--- src/cdcti_pkg.sv ---
// Package holding constants and types of the codec count, timer and interrupt block.
package cdcti_pkg;
   // ---------------------------------------------------------------
   // Notes on behaviour
   // ---------------------------------------------------------------
   // Notes on behaviour
   // - ADPCM packs FIFO fully: 64 bytes, 64 stereo or 128 mono samples.
   // - ADPCM DMA request held over four bytes; PIO status shows byte index.
   // - Capture off holds encoder accumulator and step at zero; on starts encoding.
   // - Capture hold finishes a 4-byte word, freezes, drains, resumes when cleared.
   // - Playback off clears decoder accumulator and step; on starts decoding.
   // - ADPCM playback underrun freezes adaptation until new data arrives.
   // - Accumulator clear bit clears accumulator only; playback toggle clears both.
   // - Upper base write loads concatenated base into current counter.
   // - DMA runs only when enabled and PIO clear; select changes under mode window.
   // - Each DMA unit decrements to zero; next unit interrupts and reloads.
   // - Mode 1 uses playback counter for both directions; modes 0, 2, 3 add capture.
   // - Counter rollunder sets direction flag and shared flag; cleared by writes.
   // - Loopback routes capture data to DAC mix; one attenuation by default.
   // - Split gain: primary field left, second field right; enable gates both.
   // - Mono capture with stereo playback mixes loopback into both channels.
   // - Mixer sum beyond full scale saturates to full-scale code.
   // - Timer loads 16-bit value, ticks about 10 us, flags at zero, reloads.
   // - Any rollover sets shared flag until status write or flags cleared.
   // - Mask low holds IRQ low while shared flag still updates.

   // ---------------------------------------------------------------
   // Register map
   // ---------------------------------------------------------------
   localparam logic [7:0] REG_CTRL      = 8'h00;
   localparam logic [7:0] REG_STATUS    = 8'h04;
   localparam logic [7:0] REG_FLAGS     = 8'h08;
   localparam logic [7:0] REG_PLAY_BASE = 8'h0c;
   localparam logic [7:0] REG_CAP_BASE  = 8'h10;
   localparam logic [7:0] REG_TIMER     = 8'h14;
   localparam logic [7:0] REG_LOOPBACK  = 8'h18;
   localparam logic [7:0] REG_COUNTS    = 8'h1c;

   // ---------------------------------------------------------------
   // Field positions
   // ---------------------------------------------------------------
   localparam int CTRL_PLAY_RUN   = 0;
   localparam int CTRL_CAP_RUN    = 1;
   localparam int CTRL_PLAY_PIO   = 2;
   localparam int CTRL_CAP_PIO    = 3;
   localparam int CTRL_MODE_WIN   = 4;
   localparam int CTRL_TIMER_RUN  = 5;
   localparam int CTRL_UNMASK     = 6;
   localparam int CTRL_CAP_HOLD   = 7;
   localparam int CTRL_ACC_CLEAR  = 8;
   localparam int CTRL_ADPCM      = 9;
   localparam int CTRL_MODE_LSB   = 10;
   localparam int CTRL_CAP_MONO   = 12;
   localparam int FLAG_PLAY       = 0;
   localparam int FLAG_CAP        = 1;
   localparam int FLAG_TIMER      = 2;
   localparam int LB_ON           = 0;
   localparam int LB_SPLIT        = 1;
   localparam int LB_LEFT_LSB     = 2;
   localparam int LB_RIGHT_LSB    = 8;
   localparam int ATTEN_W         = 6;

   // ---------------------------------------------------------------
   // Reset values and timing
   // ---------------------------------------------------------------
   localparam logic [31:0] CTRL_RESET    = 32'h0000_0400;
   localparam logic [15:0] BASE_RESET    = 16'h0000;
   localparam int          FIFO_BYTES    = 64;
   localparam int          WORD_BYTES    = 4;
   localparam int          TICK_NS       = 10000;
   localparam int          CLK_NS        = 20;
   localparam int          TICK_CYCLES   = TICK_NS / CLK_NS;
   localparam logic [1:0]  RESP_OKAY     = 2'b00;
   localparam logic [1:0]  RESP_SLVERR   = 2'b10;

   // ---------------------------------------------------------------
   // Types
   // ---------------------------------------------------------------
   typedef struct packed {
      logic signed [15:0] left;
      logic signed [15:0] right;
   } cdcti_frame_t;

   typedef struct packed {
      logic [15:0] acc;
      logic [6:0]  step;
   } cdcti_adapt_t;
endpackage

--- src/cdcti_top.sv ---
// Codec transfer counters, timer, loopback mixer and interrupt flag with AXI4-Lite registers.
`timescale 1ns/100ps
module cdcti_top #(
   parameter int TICK_CYCLES = cdcti_pkg::TICK_CYCLES
) (
   // Clock and reset
   input  wire logic                 aclk,
   input  wire logic                 aresetn,
   // AXI4-Lite write
   input  wire logic [7:0]           s_awaddr,
   input  wire logic                 s_awvalid,
   output wire logic                 s_awready,
   input  wire logic [31:0]          s_wdata,
   input  wire logic [3:0]           s_wstrb,
   input  wire logic                 s_wvalid,
   output wire logic                 s_wready,
   output logic      [1:0]           s_bresp,
   output logic                      s_bvalid,
   input  wire logic                 s_bready,
   // AXI4-Lite read
   input  wire logic [7:0]           s_araddr,
   input  wire logic                 s_arvalid,
   output wire logic                 s_arready,
   output logic      [31:0]          s_rdata,
   output logic      [1:0]           s_rresp,
   output logic                      s_rvalid,
   input  wire logic                 s_rready,
   // DMA units and data events
   input  wire logic                 play_unit,
   input  wire logic                 cap_unit,
   input  wire logic                 play_byte,
   input  wire logic                 cap_byte,
   input  wire logic                 play_underrun,
   input  wire logic                 cap_word_done,
   input  wire logic                 cap_fifo_empty,
   output wire logic                 play_drq,
   output wire logic                 cap_drq,
   // Audio paths
   input  wire cdcti_pkg::cdcti_frame_t adc_frame,
   input  wire cdcti_pkg::cdcti_frame_t dac_frame,
   output cdcti_pkg::cdcti_frame_t   mix_frame,
   output cdcti_pkg::cdcti_adapt_t   enc_state,
   output cdcti_pkg::cdcti_adapt_t   dec_state,
   input  wire cdcti_pkg::cdcti_adapt_t enc_next,
   input  wire cdcti_pkg::cdcti_adapt_t dec_next,
   output logic                      enc_frozen,
   output logic                      dec_frozen,
   // Interrupt
   output wire logic                 irq
);
   initial begin
      if (TICK_CYCLES < 1 || TICK_CYCLES > 65535) $error("TICK_CYCLES out of range");
   end

   // ---------------------------------------------------------------
   // Register state
   // ---------------------------------------------------------------
   logic [31:0] ctrl;
   logic [15:0] play_base, cap_base, timer_base;
   logic [15:0] play_cnt, cap_cnt, timer_cnt;
   logic [15:0] tick_cnt;
   logic [2:0]  flags;
   logic        shared_int;
   logic [1:0]  byte_idx;
   logic [15:0] lb_ctrl;
   logic        aw_held, w_held;
   logic [7:0]  aw_addr;
   logic [31:0] w_data;
   logic        prev_play_run, prev_cap_run, prev_timer_run;

   wire wr_fire   = aw_held & w_held & ~s_bvalid;
   wire rd_fire   = s_arvalid & ~s_rvalid;
   assign s_awready = ~aw_held & ~s_bvalid;
   assign s_wready  = ~w_held & ~s_bvalid;
   assign s_arready = ~s_rvalid;

   wire wr_ctrl   = wr_fire && aw_addr == cdcti_pkg::REG_CTRL;
   wire wr_status = wr_fire && aw_addr == cdcti_pkg::REG_STATUS;
   wire wr_flags  = wr_fire && aw_addr == cdcti_pkg::REG_FLAGS;
   wire wr_pbase  = wr_fire && aw_addr == cdcti_pkg::REG_PLAY_BASE;
   wire wr_cbase  = wr_fire && aw_addr == cdcti_pkg::REG_CAP_BASE;
   wire wr_timer  = wr_fire && aw_addr == cdcti_pkg::REG_TIMER;
   wire wr_lb     = wr_fire && aw_addr == cdcti_pkg::REG_LOOPBACK;
   wire wr_known  = wr_ctrl | wr_status | wr_flags | wr_pbase | wr_cbase | wr_timer | wr_lb;

   wire play_run  = ctrl[cdcti_pkg::CTRL_PLAY_RUN];
   wire cap_run   = ctrl[cdcti_pkg::CTRL_CAP_RUN];
   wire play_pio  = ctrl[cdcti_pkg::CTRL_PLAY_PIO];
   wire cap_pio   = ctrl[cdcti_pkg::CTRL_CAP_PIO];
   wire adpcm     = ctrl[cdcti_pkg::CTRL_ADPCM];
   wire mode1     = ctrl[cdcti_pkg::CTRL_MODE_LSB +: 2] == 2'd1;
   wire cap_hold  = ctrl[cdcti_pkg::CTRL_CAP_HOLD];
   wire timer_run = ctrl[cdcti_pkg::CTRL_TIMER_RUN];

   // Mode window guards the PIO select bits.
   wire [31:0] ctrl_keep = 32'h0000_000c;
   wire [31:0] ctrl_mask = ctrl[cdcti_pkg::CTRL_MODE_WIN] ? 32'hffff_ffff : ~ctrl_keep;
   wire [31:0] next_ctrl = (w_data & ctrl_mask) | (ctrl & ~ctrl_mask);

   // ---------------------------------------------------------------
   // Counters
   // ---------------------------------------------------------------
   wire play_dma  = play_run & ~play_pio;
   wire cap_dma   = cap_run & ~cap_pio & ~mode1;
   wire m1_cap    = mode1 & cap_run & ~cap_pio & cap_unit;
   wire play_step = (play_dma & play_unit) | m1_cap;
   wire cap_step  = cap_dma & cap_unit;
   wire play_roll = play_step && play_cnt == 16'h0000;
   wire cap_roll  = cap_step && cap_cnt == 16'h0000;
   wire tick      = timer_run && tick_cnt == 16'(TICK_CYCLES - 1);
   wire timer_roll = tick && timer_cnt == 16'h0000;
   wire [2:0] roll = {timer_roll, cap_roll, play_roll};
   wire [2:0] flag_clr = wr_flags ? ~w_data[2:0] : 3'b000;

   always_ff @(posedge aclk) begin
      if (!aresetn) begin
         play_cnt <= cdcti_pkg::BASE_RESET;
         cap_cnt  <= cdcti_pkg::BASE_RESET;
      end else begin
         if (wr_pbase && s_wstrb[1]) begin
            play_cnt <= w_data[15:0];
         end else if (play_step) begin
            play_cnt <= play_roll ? play_base : play_cnt - 16'h0001;
         end
         if (wr_cbase && s_wstrb[1]) begin
            cap_cnt <= w_data[15:0];
         end else if (cap_step) begin
            cap_cnt <= cap_roll ? cap_base : cap_cnt - 16'h0001;
         end
      end
   end

   always_ff @(posedge aclk) begin
      if (!aresetn) begin
         tick_cnt       <= 16'h0000;
         timer_cnt      <= cdcti_pkg::BASE_RESET;
         prev_timer_run <= 1'b0;
      end else begin
         prev_timer_run <= timer_run;
         if (!timer_run || tick) begin
            tick_cnt <= 16'h0000;
         end else begin
            tick_cnt <= tick_cnt + 16'h0001;
         end
         if (timer_run && !prev_timer_run) begin
            timer_cnt <= timer_base;
         end else if (tick) begin
            timer_cnt <= timer_roll ? timer_base : timer_cnt - 16'h0001;
         end
      end
   end

   // ---------------------------------------------------------------
   // Flags and interrupt
   // ---------------------------------------------------------------
   wire [2:0] next_flags = wr_status ? roll : ((flags & ~flag_clr) | roll);
   always_ff @(posedge aclk) begin
      if (!aresetn) begin
         flags      <= 3'b000;
         shared_int <= 1'b0;
      end else begin
         flags      <= next_flags;
         shared_int <= |next_flags;
      end
   end
   assign irq = shared_int & ctrl[cdcti_pkg::CTRL_UNMASK];

   // ---------------------------------------------------------------
   // ADPCM control
   // ---------------------------------------------------------------
   logic cap_frozen_q;
   always_ff @(posedge aclk) begin
      if (!aresetn) begin
         prev_play_run <= 1'b0;
         prev_cap_run  <= 1'b0;
         enc_state     <= '0;
         dec_state     <= '0;
         cap_frozen_q  <= 1'b0;
         dec_frozen    <= 1'b0;
         byte_idx      <= 2'd0;
      end else begin
         prev_play_run <= play_run;
         prev_cap_run  <= cap_run;
         if (!cap_run) begin
            enc_state    <= '0;
            cap_frozen_q <= 1'b0;
         end else begin
            if (cap_hold && cap_word_done) begin
               cap_frozen_q <= 1'b1;
            end else if (!cap_hold) begin
               cap_frozen_q <= 1'b0;
            end
            if (!cap_frozen_q) begin
               enc_state <= enc_next;
            end
         end
         if (play_byte) begin
            dec_frozen <= 1'b0;
         end else if (adpcm && play_underrun) begin
            dec_frozen <= 1'b1;
         end
         if (!play_run || (play_run && !prev_play_run)) begin
            dec_state <= '0;
         end else if (ctrl[cdcti_pkg::CTRL_ACC_CLEAR]) begin
            dec_state.acc <= 16'h0000;
         end else if (!dec_frozen) begin
            dec_state <= dec_next;
         end
         if (adpcm && (play_byte || cap_byte)) begin
            byte_idx <= byte_idx + 2'd1;
         end
      end
   end
   assign enc_frozen = cap_frozen_q;
   // Requests continue across the four bytes; capture stops once held and drained.
   assign play_drq = play_dma;
   assign cap_drq  = (cap_dma | (mode1 & cap_run & ~cap_pio))
                     & ~(cap_frozen_q & cap_fifo_empty);
   wire [7:0] fifo_size = 8'(cdcti_pkg::FIFO_BYTES);
   wire [7:0] fifo_samples = adpcm ? (ctrl[cdcti_pkg::CTRL_CAP_MONO] ? 8'd128 : fifo_size)
                                   : 8'd0;

   // ---------------------------------------------------------------
   // Loopback mixer
   // ---------------------------------------------------------------
   wire lb_on    = lb_ctrl[cdcti_pkg::LB_ON];
   wire [5:0] att_l = lb_ctrl[cdcti_pkg::LB_LEFT_LSB +: cdcti_pkg::ATTEN_W];
   wire [5:0] att_r = lb_ctrl[cdcti_pkg::LB_SPLIT] ?
                      lb_ctrl[cdcti_pkg::LB_RIGHT_LSB +: cdcti_pkg::ATTEN_W] : att_l;
   wire signed [15:0] src_r = ctrl[cdcti_pkg::CTRL_CAP_MONO] ? adc_frame.left
                                                            : adc_frame.right;
   wire signed [15:0] lb_l = lb_on ? (adc_frame.left >>> att_l[3:0]) : 16'sd0;
   wire signed [15:0] lb_r = lb_on ? (src_r >>> att_r[3:0]) : 16'sd0;
   wire signed [16:0] sum_l = 17'(dac_frame.left) + 17'(lb_l);
   wire signed [16:0] sum_r = 17'(dac_frame.right) + 17'(lb_r);

   function automatic logic [15:0] sat(input logic signed [16:0] v);
      if (v[16] != v[15]) begin
         sat = v[16] ? 16'h8000 : 16'h7fff;
      end else begin
         sat = v[15:0];
      end
   endfunction

   always_ff @(posedge aclk) begin
      if (!aresetn) begin
         mix_frame <= '0;
      end else begin
         mix_frame.left  <= sat(sum_l);
         mix_frame.right <= sat(sum_r);
      end
   end

   // ---------------------------------------------------------------
   // Bus slave
   // ---------------------------------------------------------------
   always_ff @(posedge aclk) begin
      if (!aresetn) begin
         aw_held    <= 1'b0;
         w_held     <= 1'b0;
         aw_addr    <= 8'h00;
         w_data     <= 32'h0000_0000;
         s_bvalid   <= 1'b0;
         s_bresp    <= cdcti_pkg::RESP_OKAY;
         ctrl       <= cdcti_pkg::CTRL_RESET;
         play_base  <= cdcti_pkg::BASE_RESET;
         cap_base   <= cdcti_pkg::BASE_RESET;
         timer_base <= cdcti_pkg::BASE_RESET;
         lb_ctrl    <= 16'h0000;
      end else begin
         if (s_awvalid && s_awready) begin
            aw_held <= 1'b1;
            aw_addr <= {s_awaddr[7:2], 2'b00};
         end
         if (s_wvalid && s_wready) begin
            w_held <= 1'b1;
            w_data <= s_wdata;
         end
         if (wr_fire) begin
            aw_held  <= 1'b0;
            w_held   <= 1'b0;
            s_bvalid <= 1'b1;
            s_bresp  <= wr_known ? cdcti_pkg::RESP_OKAY : cdcti_pkg::RESP_SLVERR;
         end else if (s_bready) begin
            s_bvalid <= 1'b0;
         end
         if (wr_ctrl) ctrl <= next_ctrl;
         if (wr_pbase) play_base <= w_data[15:0];
         if (wr_cbase) cap_base <= w_data[15:0];
         if (wr_timer) timer_base <= w_data[15:0];
         if (wr_lb) lb_ctrl <= w_data[15:0];
      end
   end

   wire [31:0] rd_mux =
      s_araddr[7:2] == cdcti_pkg::REG_CTRL[7:2]      ? ctrl :
      s_araddr[7:2] == cdcti_pkg::REG_STATUS[7:2]    ? {8'h00, fifo_samples, 11'h000,
                                                        byte_idx, play_drq, cap_drq,
                                                        shared_int} :
      s_araddr[7:2] == cdcti_pkg::REG_FLAGS[7:2]     ? {29'h0, flags} :
      s_araddr[7:2] == cdcti_pkg::REG_PLAY_BASE[7:2] ? {16'h0, play_base} :
      s_araddr[7:2] == cdcti_pkg::REG_CAP_BASE[7:2]  ? {16'h0, cap_base} :
      s_araddr[7:2] == cdcti_pkg::REG_TIMER[7:2]     ? {timer_cnt, timer_base} :
      s_araddr[7:2] == cdcti_pkg::REG_LOOPBACK[7:2]  ? {16'h0, lb_ctrl} :
      s_araddr[7:2] == cdcti_pkg::REG_COUNTS[7:2]    ? {cap_cnt, play_cnt} : 32'h0;
   wire rd_known = s_araddr[7:5] == 3'b000;

   always_ff @(posedge aclk) begin
      if (!aresetn) begin
         s_rvalid <= 1'b0;
         s_rdata  <= 32'h0000_0000;
         s_rresp  <= cdcti_pkg::RESP_OKAY;
      end else if (rd_fire) begin
         s_rvalid <= 1'b1;
         s_rdata  <= rd_mux;
         s_rresp  <= rd_known ? cdcti_pkg::RESP_OKAY : cdcti_pkg::RESP_SLVERR;
      end else if (s_rready) begin
         s_rvalid <= 1'b0;
      end
   end

   // ---------------------------------------------------------------
   // Assertions
   // ---------------------------------------------------------------
   a_play_reload: assert property (@(posedge aclk) disable iff (!aresetn)
      (play_roll && !wr_pbase) |=> play_cnt == $past(play_base))
      else $error("playback counter did not reload");
   a_play_flag_set: assert property (@(posedge aclk) disable iff (!aresetn)
      play_roll |=> flags[0] && shared_int)
      else $error("playback flag not set on rollunder");
   a_status_clears: assert property (@(posedge aclk) disable iff (!aresetn)
      (wr_status && roll == 3'b000) |=> !shared_int)
      else $error("status write did not clear interrupt");
   a_irq_masked: assert property (@(posedge aclk) disable iff (!aresetn)
      !ctrl[cdcti_pkg::CTRL_UNMASK] |-> !irq)
      else $error("irq not held low while masked");
   a_enc_cleared: assert property (@(posedge aclk) disable iff (!aresetn)
      (!cap_run && !$past(cap_run)) |-> enc_state == '0)
      else $error("encoder state not cleared");
   a_upper_load: assert property (@(posedge aclk) disable iff (!aresetn)
      (wr_pbase && s_wstrb[1]) |=> play_cnt == $past(w_data[15:0]))
      else $error("upper base write did not load counter");
   a_dma_gate: assert property (@(posedge aclk) disable iff (!aresetn)
      (play_pio && !mode1) |-> !play_step)
      else $error("dma counting in pio mode");
   a_timer_flag: assert property (@(posedge aclk) disable iff (!aresetn)
      timer_roll |=> flags[2] ##0 timer_cnt == $past(timer_base))
      else $error("timer flag or reload wrong");
   a_sat_high: assert property (@(posedge aclk) disable iff (!aresetn)
      (!sum_l[16] && sum_l[15]) |=> mix_frame.left == 16'h7fff)
      else $error("mixer left did not saturate");
   a_cap_freeze: assert property (@(posedge aclk) disable iff (!aresetn)
      (cap_run && cap_frozen_q && $past(cap_frozen_q) && $past(cap_run)) |-> $stable(enc_state))
      else $error("encoder adapted while frozen");
   a_dec_cleared: assert property (@(posedge aclk) disable iff (!aresetn)
      !play_run |=> dec_state == '0)
      else $error("decoder state not cleared");
   a_dec_freeze: assert property (@(posedge aclk) disable iff (!aresetn)
      (play_run && prev_play_run && !ctrl[cdcti_pkg::CTRL_ACC_CLEAR] && dec_frozen)
      |=> $stable(dec_state))
      else $error("decoder adapted while frozen");
   a_byte_wrap: assert property (@(posedge aclk) disable iff (!aresetn)
      (adpcm && (play_byte || cap_byte)) |=> byte_idx == $past(byte_idx) + 2'd1)
      else $error("byte index did not advance");
   a_timer_load: assert property (@(posedge aclk) disable iff (!aresetn)
      (timer_run && !prev_timer_run) |=> timer_cnt == $past(timer_base))
      else $error("timer did not load on enable");
   a_irq_follow: assert property (@(posedge aclk) disable iff (!aresetn)
      ctrl[cdcti_pkg::CTRL_UNMASK] |-> irq == shared_int)
      else $error("irq does not follow shared flag");
endmodule // cdcti_top

--- config.mk ---
export PLATFORM = sky130hd
export DESIGN_NAME = cdcti_top
export DESIGN_NICKNAME = d
export VERILOG_FILES = /design/src/cdcti_pkg.sv /design/src/cdcti_top.sv
export SDC_FILE = /design/constraint.sdc
export NUM_CORES = 1
export LEC_CHECK = 0
export BUFFER_PORTS_ARGS = -buffer_cell sky130_fd_sc_hd__buf_2
export CORE_ASPECT_RATIO = 0.9
export CORE_MARGIN = 4
export CORE_UTILIZATION = 51
export DETAILED_ROUTE_END_ITERATION = 7
export GPL_ROUTABILITY_DRIVEN = 0
export PLACE_DENSITY_LB_ADDON = 0.05
export RECOVER_POWER = 25
export SKIP_CTS_REPAIR_TIMING = 1
export SLEW_MARGIN = 20
export SYNTH_ARGS = -nofsm -noshare
export SYNTH_HDL_FRONTEND = slang
export SYNTH_SLANG_ARGS = --single-unit
--- constraint.sdc ---
create_clock -name aclk -period 6.4 [get_ports aclk]
set_clock_uncertainty 0.15 [all_clocks]
set_input_delay 1.28 -clock aclk [delete_from_list [all_inputs] [get_ports aclk]]
set_output_delay 1.28 -clock aclk [all_outputs]
set_load 0.02 [all_outputs]
**Word-level counts from Yosys, hierarchy flattened**

Cells that the tools add are included.

- Bits in registers: 326
- Bits of input ports: 176
- Output and inout bits: 124

- $add $sub $neg: 7
- Eq/ne operators: 18
- Shift operators: 2
- Mux-type cells: 38
- Bitwise logic cells: 43
- Reductions and logical operators: 46

Operator list:

| cell | count |
|---|---|
| 16-bit two-way mux | 16 |
| 32-bit two-way mux | 8 |
| 32-bit AND | 2 |
| 16-bit logical NOT | 3 |
| 16-bit by 1-bit subtractor with 16-bit output, second input constant | 3 |
| 6-bit by 3-bit equality test with 1-bit output, second input constant | 7 |
| 16-bit by 16-bit adder with 17-bit output | 2 |
| 32-bit NOT | 1 |
| 32-bit OR | 1 |
| 16-bit by 4-bit >>> shifter with 16-bit output | 2 |
| 6-bit by 2-bit equality test with 1-bit output, second input constant | 4 |
| 1-bit logical AND | 20 |
| 16-bit by 1-bit adder with 16-bit output, second input constant | 1 |
| 1-bit AND | 16 |
| 16-bit by 9-bit equality test with 1-bit output, second input constant | 1 |
| 8-bit two-way mux | 2 |
| 6-bit by 1-bit equality test with 1-bit output, second input constant | 2 |
| 1-bit NOT | 11 |
| 2-bit nonzero test | 5 |
| 8-bit logical NOT | 1 |
| 4-bit two-way mux | 2 |
| 1-bit OR | 8 |
| 2-bit OR reduction | 4 |
| 6-bit logical NOT | 1 |
| 15 further kinds | 31 |

**Logic depth before layout (Yosys ltp)**

Gate-level depths: netlist of the first run.

- Word-level depth: 10
- Mapped depth: 19
- Depth with buffers taken out: 16

**Worst setup path before layout of the first run**

Ideal clock, no wire load.

- Path kind: input -> register
- Start: input port adc_frame[31] (netlist bit)
- End: register mix_frame[8] (netlist bit)
- Library setup time: 79 ps
- Arrival time: 4663 ps
- Setup slack: 1508 ps
- Cell stages on the path: 17
- Buffers on the path: 2
- Cells stage by stage: clkbuf_1 > mux2_2 > o21ai_0 > o21ai_0 > o21ai_0 > o22ai_1 > ha_1 > inv_1 > fa_1 > nand2b_1 > a21oi_1 > o211ai_1 > a211oi_1 > nor3_1 > clkbuf_1 > or3_1 > o211ai_1

- Cells in the longest elaborated chain, start to end: 6
- Elaborated cells between the ends (all ways): 7
- Classes of those cells: add/sub: 1; eq/ne: 1; shift: 1; mux: 4

Ends and longest elaborated chain:

| what | line | RTL |
|---|---|---|
| from (decl) | cdcti_top.sv:39 | `input wire cdcti_pkg::cdcti_frame_t adc_frame,` |
| 16-bit two-way mux (*) | cdcti_top.sv:230 | `wire signed [15:0] src_r = ctrl[cdcti_pkg::CTRL_CAP_MONO] ? adc_frame.left` |
| 16-bit by 4-bit >>> shifter with 16-bit output (*) | cdcti_top.sv:233 | `wire signed [15:0] lb_r = lb_on ? (src_r >>> att_r[3:0]) : 16'sd0;` |
| 16-bit two-way mux (*) | cdcti_top.sv:233 |  |
| 16-bit by 16-bit adder with 17-bit output (*) | cdcti_top.sv:235 | `wire signed [16:0] sum_r = 17'(dac_frame.right) + 17'(lb_r);` |
| 16-bit two-way mux / 1-bit inequality test (equally long branches) | cdcti_top.sv:239, cdcti_top.sv:238 |  |
| 16-bit two-way mux (*) | cdcti_top.sv:238 | `if (v[16] != v[15]) begin` |
| to (decl) | cdcti_top.sv:41 | `output cdcti_pkg::cdcti_frame_t mix_frame,` |

Every way passes the cells marked *; elsewhere a longest branch is shown, timed or not.
A chain may end at the register's enable or synchronous reset.

**Worst setup path in the final report of the first run**

- Start: register lb_ctrl[1]
- End: register mix_frame[4] (netlist bit)

- Cells in the longest elaborated chain, start to end: 6
- Elaborated cells between the ends (all ways): 7
- Classes of those cells: add/sub: 1; eq/ne: 1; shift: 1; mux: 4

Ends and longest elaborated chain:

| what | line | RTL |
|---|---|---|
| from (decl) | cdcti_top.sv:65 | `logic [15:0] lb_ctrl;` |
| from (signal assigned) | cdcti_top.sv:291 | `if (wr_lb) lb_ctrl <= w_data[15:0];` |
| 4-bit two-way mux (*) | cdcti_top.sv:228 | `wire [5:0] att_r = lb_ctrl[cdcti_pkg::LB_SPLIT] ?` |
| 16-bit by 4-bit >>> shifter with 16-bit output (*) | cdcti_top.sv:233 |  |
| 16-bit two-way mux (*) | cdcti_top.sv:233 |  |
| 16-bit by 16-bit adder with 17-bit output (*) | cdcti_top.sv:235 |  |
| 16-bit two-way mux / 1-bit inequality test (equally long branches) | cdcti_top.sv:239, cdcti_top.sv:238 |  |
| 16-bit two-way mux (*) | cdcti_top.sv:238 |  |

Marked as above.

==> flow_summary.ini, run 1 <==
[critical_path]
slowest_stage = mux2i_2
critPathTopFamily = compound AO/OA/AOI/OAI gates
critical_path.cell_chain = mux2i_2, mux4_2, nand2_1, o21ai_0, o21ai_0, o22ai_1, ha_1, inv_1, fa_1, nand2b_1, a21oi_1, o211ai_1, a211oi_1, o21ai_1, or2_2, o211ai_1
cp.arrival_ps = 5810
path_buf_inv = 1
r2r_cells = 16
startpoint = lb_ctrl[1]
rr_endpoint = mix_frame[4]
crit_path_max_fanout = 10
endpoint_kind = flop
cpPeakStageDelay_ps = 780
r2r_slack_ps = 890
critical_path_class = flop to flop
timing.rr.start = lb_ctrl[1]
critPathRequiredTime_ps = 6700
critPathLaunchType = flop

[hold_path]
hp-start = w_data[21]
holdCritPathClass = flop to flop
min_path_cells = 2
whs_endpoint = ctrl[21]

[cts]
clkTransAtPathRegs_ps = 60
numCtsBuffers = 37
clock_sinks = 324
tritoncts = yes
root_buffer = clkbuf_16
clkLatencyLatePin_ps = 540
cts_htree_levels = 2
clock_path_buffers = 3

[job]
cap_violations = 2

[run_status]
status = complete, but fails checks
violations = design-rule violations, max-capacitance violations, max-slew violations

[synth]
ys_ff_latch = 324
yosysWarnings = 0
ys_seq_area_frac = 0.371
synth_cells = 2146
syn-cell-area_sq_um = 17500
yosysUniqueCellTypes = 86
synth.top_cell.area_share = 0.371
avgSynthCellArea_sq_um = 8.14
synth-edff-count = 0
ys_top_cells_by_count = 324 x dfxtp_1, 310 x nand2_1, 269 x nor2_1
synth_most_common_cell = dfxtp_1
async_flop_share = 0
synthTopCellsByArea = dfxtp_1 37%, mux2i_1 6.9%, nand2_1 6.7%, a21oi_1 6.2%, nor2_1 5.8%
ys.flop_type = dfxtp_1
yosysTopAreaCell = dfxtp_1

[global_routing]
grt_max_degree = 121
grtUsageTotal = 0.272
antenna_found_initial = 2
grt_pass1_vias = 15568
grt_pass1_wl_microns = 83700
overflow = 0

[placement]
io_buffer_count = 290
hpwl_microns = 38600
place_inst = 2761
post-place-ws_ps = 716

[finish]
diodes = 0
fin_cells = 2825
fin_util = 0.598
fin_nets = 2552
drive_gt1_frac = 0.162
areaGrowthSynthToFinish_pct = 15.9

[sta]
finalSetupViolations = 0
worst_pin_slew_ps = 1890
finalMaxSlewViolations = 61
whs_ps = 301
slew_headroom = -0.258
fin_tns_setup_ps = 0
fin_crit_ps = 5510
rsz0062_at_grt = no
fin_crit_sh = 0.861
hold_viol = 0
finalWorstSetupSlack_ps = 888
fmax_ghz = 0.181

[floorplanning]
start_util = 0.516
dieArea_sq_um = 37300
core_sq_um = 33900
rows = 64
fp.dieH_microns = 184
die_w_microns = 203
num_io_pins = 300

[detailed_routing]
viasPerCell = 5.95
firstDrtPassIters = 8
ant_nets = 0
drc_errors = 10
vias = 16810
routed_wl_microns = 53800
first_iter_violations = 1514
wl_per_cell_microns = 19.0

[power]
intPower_uw = 3580
p_seq_frac = 0.446
pwr-share-comb = 0.093
clockPowerShare = 0.461
swShare = 0.249
peakVddDrop_mv = 0.204
p_per_area_nw_per_um2 = 235
power_leakage_uw = 0.00809
switchingPower_uw = 1180
==> flip-flops by register name, summed over array words and instances (netlist names), 2 cells and up, named ones only <==
signal      cells
aw_addr         6
byte_idx        2
cap_base       16
cap_cnt        16
ctrl           30
dec_state      23
enc_state      23
flags           3
lb_ctrl        16
mix_frame      32
play_base      16
play_cnt       16
s_rdata        32
tick_cnt       16
timer_base     16
timer_cnt      16
w_data         32
==> placed cells by master (no fill, tap or decap), drive strengths merged, types with 22 or more instances in the layout <==
| cell type | n |
|---|---|
| a21oi | 218 |
| a211oi | 42 |
| buf | 245 |
| o21ai | 115 |
| ha | 36 |
| nand2 | 311 |
| nor2 | 270 |
| dfxtp | 324 |
| xor2 | 23 |
| mux4 | 29 |
| mux2i | 122 |
| o211ai | 29 |
| a31oi | 24 |
| inv | 40 |
| and2 | 22 |
| clkbuf | 119 |
| nor3 | 36 |
==> power by group through the flow <==
stage               registers (uW)  clock network [uW]  logic [uW]
finish                        2120                2190         445
global route                  2130                2320         490
CTS                           2120                2230         449
detailed placement            2160                   0         446
global placement              2160                   0         439
floorplan                     2170                   0         267
==> worst max path at each step <==
| stage | to | slack [ps] | cells past startpoint |
|---|---|---|---|
| floorplan | mix_frame[8] | 1510 | 17 |
| global placement | mix_frame[2] | 860 | 16 |
| detailed placement | mix_frame[2] | 720 | 16 |
| CTS | mix_frame[9] | 670 | 16 |
| global route | mix_frame[8] | 390 | 16 |
| finish | mix_frame[4] | 890 | 16 |
==> metrics by stage <==
stage               instance area (sq um)  power [uW]
detailed placement                  19100        2610
CTS                                 20300        4800
global route                        20200        4940
finish                              20200        4760
floorplan                           17500        2440
global placement                    19100        2600
==> worst reg2reg max path: stages (launching register included) <==
cell,delay [ps]
dfxtp_1,570
mux2i_2,780
mux4_2,400
nand2_1,60
o21ai_0,160
o21ai_0,180
o22ai_1,220
ha_1,220
inv_1,70
fa_1,410
nand2b_1,180
a21oi_1,320
o211ai_1,230
a211oi_1,560
o21ai_1,380
or2_2,420
o211ai_1,100
==> layout make-up <==
class | count | area [sq um]
timing repair buffer | 312 | 1530
sequential | 324 | 6490
multi-input combinational | 1623 | 10200
fill | 3184 | 13600
clock buffer | 52 | 1070
tap | 462 | 578
inverter | 40 | 155
clock inverter | 12 | 191
==> routing by layer <==
| layer | wire (microns) | global-route usage | vias up |
|---|---|---|---|
| met5 | 13 | 0 | - |
| met4 | 1310 | 0.0739 | 2 |
| met3 | 4870 | 0.0508 | 84 |
| met2 | 23900 | 0.426 | 671 |
| met1 | 23700 | 0.389 | 7949 |
| li1 | - | - | 8104 |
==> cells by family after synthesis <==
group,after synthesis,synth area share
muxes,163,0.115
xor gates and xnor gates,39,0.0196
and+or+nand+nor,769,0.193
adders and majority gates,56,0.0384
AOI/OAI and AO/OA,594,0.217
DFF,324,0.371
other,1,0.000215
buffers and inverters,200,0.0454
No activity file was read; power rests on OpenSTA's default activity.
==> run 2, diff against run 1 <==
--- a/config.mk
+++ b/config.mk
@@ -7,4 +7,5 @@
 export LEC_CHECK = 0
 export BUFFER_PORTS_ARGS = -buffer_cell sky130_fd_sc_hd__buf_2
+export CAP_MARGIN = 20
 export CORE_ASPECT_RATIO = 0.9
 export CORE_MARGIN = 4
@@ -12,5 +13,5 @@
 export DETAILED_ROUTE_END_ITERATION = 7
 export GPL_ROUTABILITY_DRIVEN = 0
-export PLACE_DENSITY_LB_ADDON = 0.05
+export PLACE_DENSITY = 0.78
 export RECOVER_POWER = 25
 export SKIP_CTS_REPAIR_TIMING = 1
==> constraint.sdc (replaced) <==
create_clock -name aclk -period 6.4 [get_ports aclk]
set_clock_uncertainty 0.15 [all_clocks]
set_input_delay 0.32 -clock aclk [delete_from_list [all_inputs] [get_ports aclk]]
set_output_delay 0.32 -clock aclk [all_outputs]
set_load 0.02 [all_outputs]
==> run 2 against run 1 <==
  * Design area rose by 3.7%
  * Sequential power about the same
  * Cell count up 3.0%
  * Count of clock-buffer cells in the layout increased by 1
  * Non-clock buffer count increased by 85
  * Setup slack improved by 210 ps
  * The flow still finishes with violations (design-rule violations, max-capacitance violations, max-slew violations)
  * Global-route usage is 0.16 points higher
  * Worst hold slack got worse by 170 ps
  * Clock power decreased by 5%
  * Maximum frequency grew 3.9%
  * Register-to-register slack better by 210 ps
==> flow_summary.ini, run 2 (synthesis results as in run 1) <==
[run_status]
status = complete, but fails checks
violations = design-rule violations, max-capacitance violations, max-slew violations

[floorplanning]
die_w_microns = 203
fp.dieH_microns = 184
start_util = 0.516
num_io_pins = 300
dieArea_sq_um = 37300
core_sq_um = 33900
rows = 64

[cts]
cts_htree_levels = 2
numCtsBuffers = 36
clkTransAtPathRegs_ps = 60
clock_sinks = 324
clock_path_buffers = 3
tritoncts = yes
clkLatencyLatePin_ps = 550
root_buffer = clkbuf_16

[finish]
most-common-layout-cells = 323 x dfxtp_1, 309 x nand2_1, 268 x nor2_1, 218 x a21oi_1, 190 x buf_2
multi_input_area_sq_um = 10200
top_regs = mix_frame (32), s_rdata (32), w_data (32)
areaGrowthSynthToFinish_pct = 20.2
fin_util = 0.620
drive_gt1_frac = 0.139
fill_cells = 2930
final_common_cell = dfxtp_1
post-route-cell-area_sq_um = 21000
seqCellArea_sq_um = 6490
fin_nets = 2636

[critical_path]
crit_path_max_fanout = 20
rr_endpoint = mix_frame[6]
critPathLaunchType = flop
r2r_cells = 15
r2r_slack_ps = 1100
critical_path_class = flop to flop
endpoint_kind = flop
cp.arrival_ps = 5600
timing.rr.start = ctrl[12]
critPathRequiredTime_ps = 6700

[global_routing]
antenna_found_initial = 3
grt_pass1_wl_microns = 84300
overflow = 0
grtUsageMet1 = 0.370
grt_max_degree = 115
grtUsageTotal = 0.274
met3_usage = 0.0688
grt_busiest_layer = met2
grt_pass1_vias = 16006
grtUsageMet2 = 0.435

[placement]
io_buffer_count = 290
placed_area_sq_um = 19000
hpwl_microns = 38700

[sta]
fin_tns_setup_ps = 0
hold_viol = 0
finalMaxSlewViolations = 50
rsz0062_at_grt = no
worst_pin_slew_ps = 2820
fin_crit_ps = 5300
fin_crit_sh = 0.829
finalSetupViolations = 0
slew_headroom = -0.882
fmax_ghz = 0.189

[detailed_routing]
firstDrtPassIters = 8
drc_errors = 5
wl_per_cell_microns = 19.5
routed_wl_microns = 56600
vias = 17716
first_iter_violations = 1755
viasPerCell = 6.09
ant_nets = 0

[job]
cap_violations = 1

[power]
p_per_area_nw_per_um2 = 224
peakVddDrop_mv = 0.185
power_leakage_uw = 0.00826

[hold_path]
whs_endpoint = s_rresp[1]
holdCritPathClass = input port to flop
hp-start = s_araddr[7]
min_path_cells = 3
## run 2: cell type report
cell class / instances / area share
multi-input combinational: 1623 / 0.487
sequential: 324 / 0.309
timing repair buffer: 397 / 0.112
clock buffer: 53 / 0.0503
tap: 462 / 0.0275
inverter: 40 / 0.00739
clock inverter: 8 / 0.00614
antenna: 2 / 0.000238
## run 2: metal layers
metal | vias to the layer above | share of wire | wire length [microns]
li1 | 8263 | - | -
met1 | 8297 | 0.40 | 22800
met2 | 1014 | 0.46 | 26000
met3 | 138 | 0.11 | 6040
met4 | 4 | 0.030 | 1720
met5 | - | 0.00048 | 27
## run 2: worst max-delay path by stage
stage / end / slack (ps) / from / depth (start not counted)
2_1_floorplan: mix_frame[8] / 1570 / lb_ctrl[1] / 19
5_1_grt: mix_frame[5] / 690 / lb_ctrl[5] / 14
4_1_cts: mix_frame[2] / 1130 / lb_ctrl[1] / 16
6_report: mix_frame[6] / 1100 / ctrl[12] / 15
3_3_place_gp: mix_frame[12] / 1310 / lb_ctrl[1] / 15
3_5_place_dp: mix_frame[2] / 1160 / lb_ctrl[1] / 16
## run 2: power breakdown
| part | leakage [uW] | switching [uW] | internal [uW] |
|---|---|---|---|
| combinational | 0.00505 | 291 | 204 |
| sequential | 0.00263 | 55.1 | 2070 |
| clock | 0.000575 | 851 | 1230 |
| total | 0.00826 | 1200 | 3500 |
## run 2: worst max-delay path, cell delays in order (launching register included)
cell and delay, ps:
dfxtp_1 950, mux2_2 410, o21ai_0 90, o21ai_0 310, o21ai_0 180, o22ai_1 220, ha_1 220, inv_1 70
fa_1 420, nand2b_1 180, a21oi_1 310, o211ai_1 220, a211oi_1 580, o21ai_1 380, or2_2 420, o211ai_1 100
## run 2: through the flow
step	hold WS, ps	total power, uW	setup WS (ps)	instances
after global routing	176	4860	686	2908
after detailed placement	293	2610	1160	2756
after global placement	290	2600	1310	2756
final	131	4700	1100	2909
after floorplan	249	2440	1570	2147
after CTS	-212	4660	1130	2817
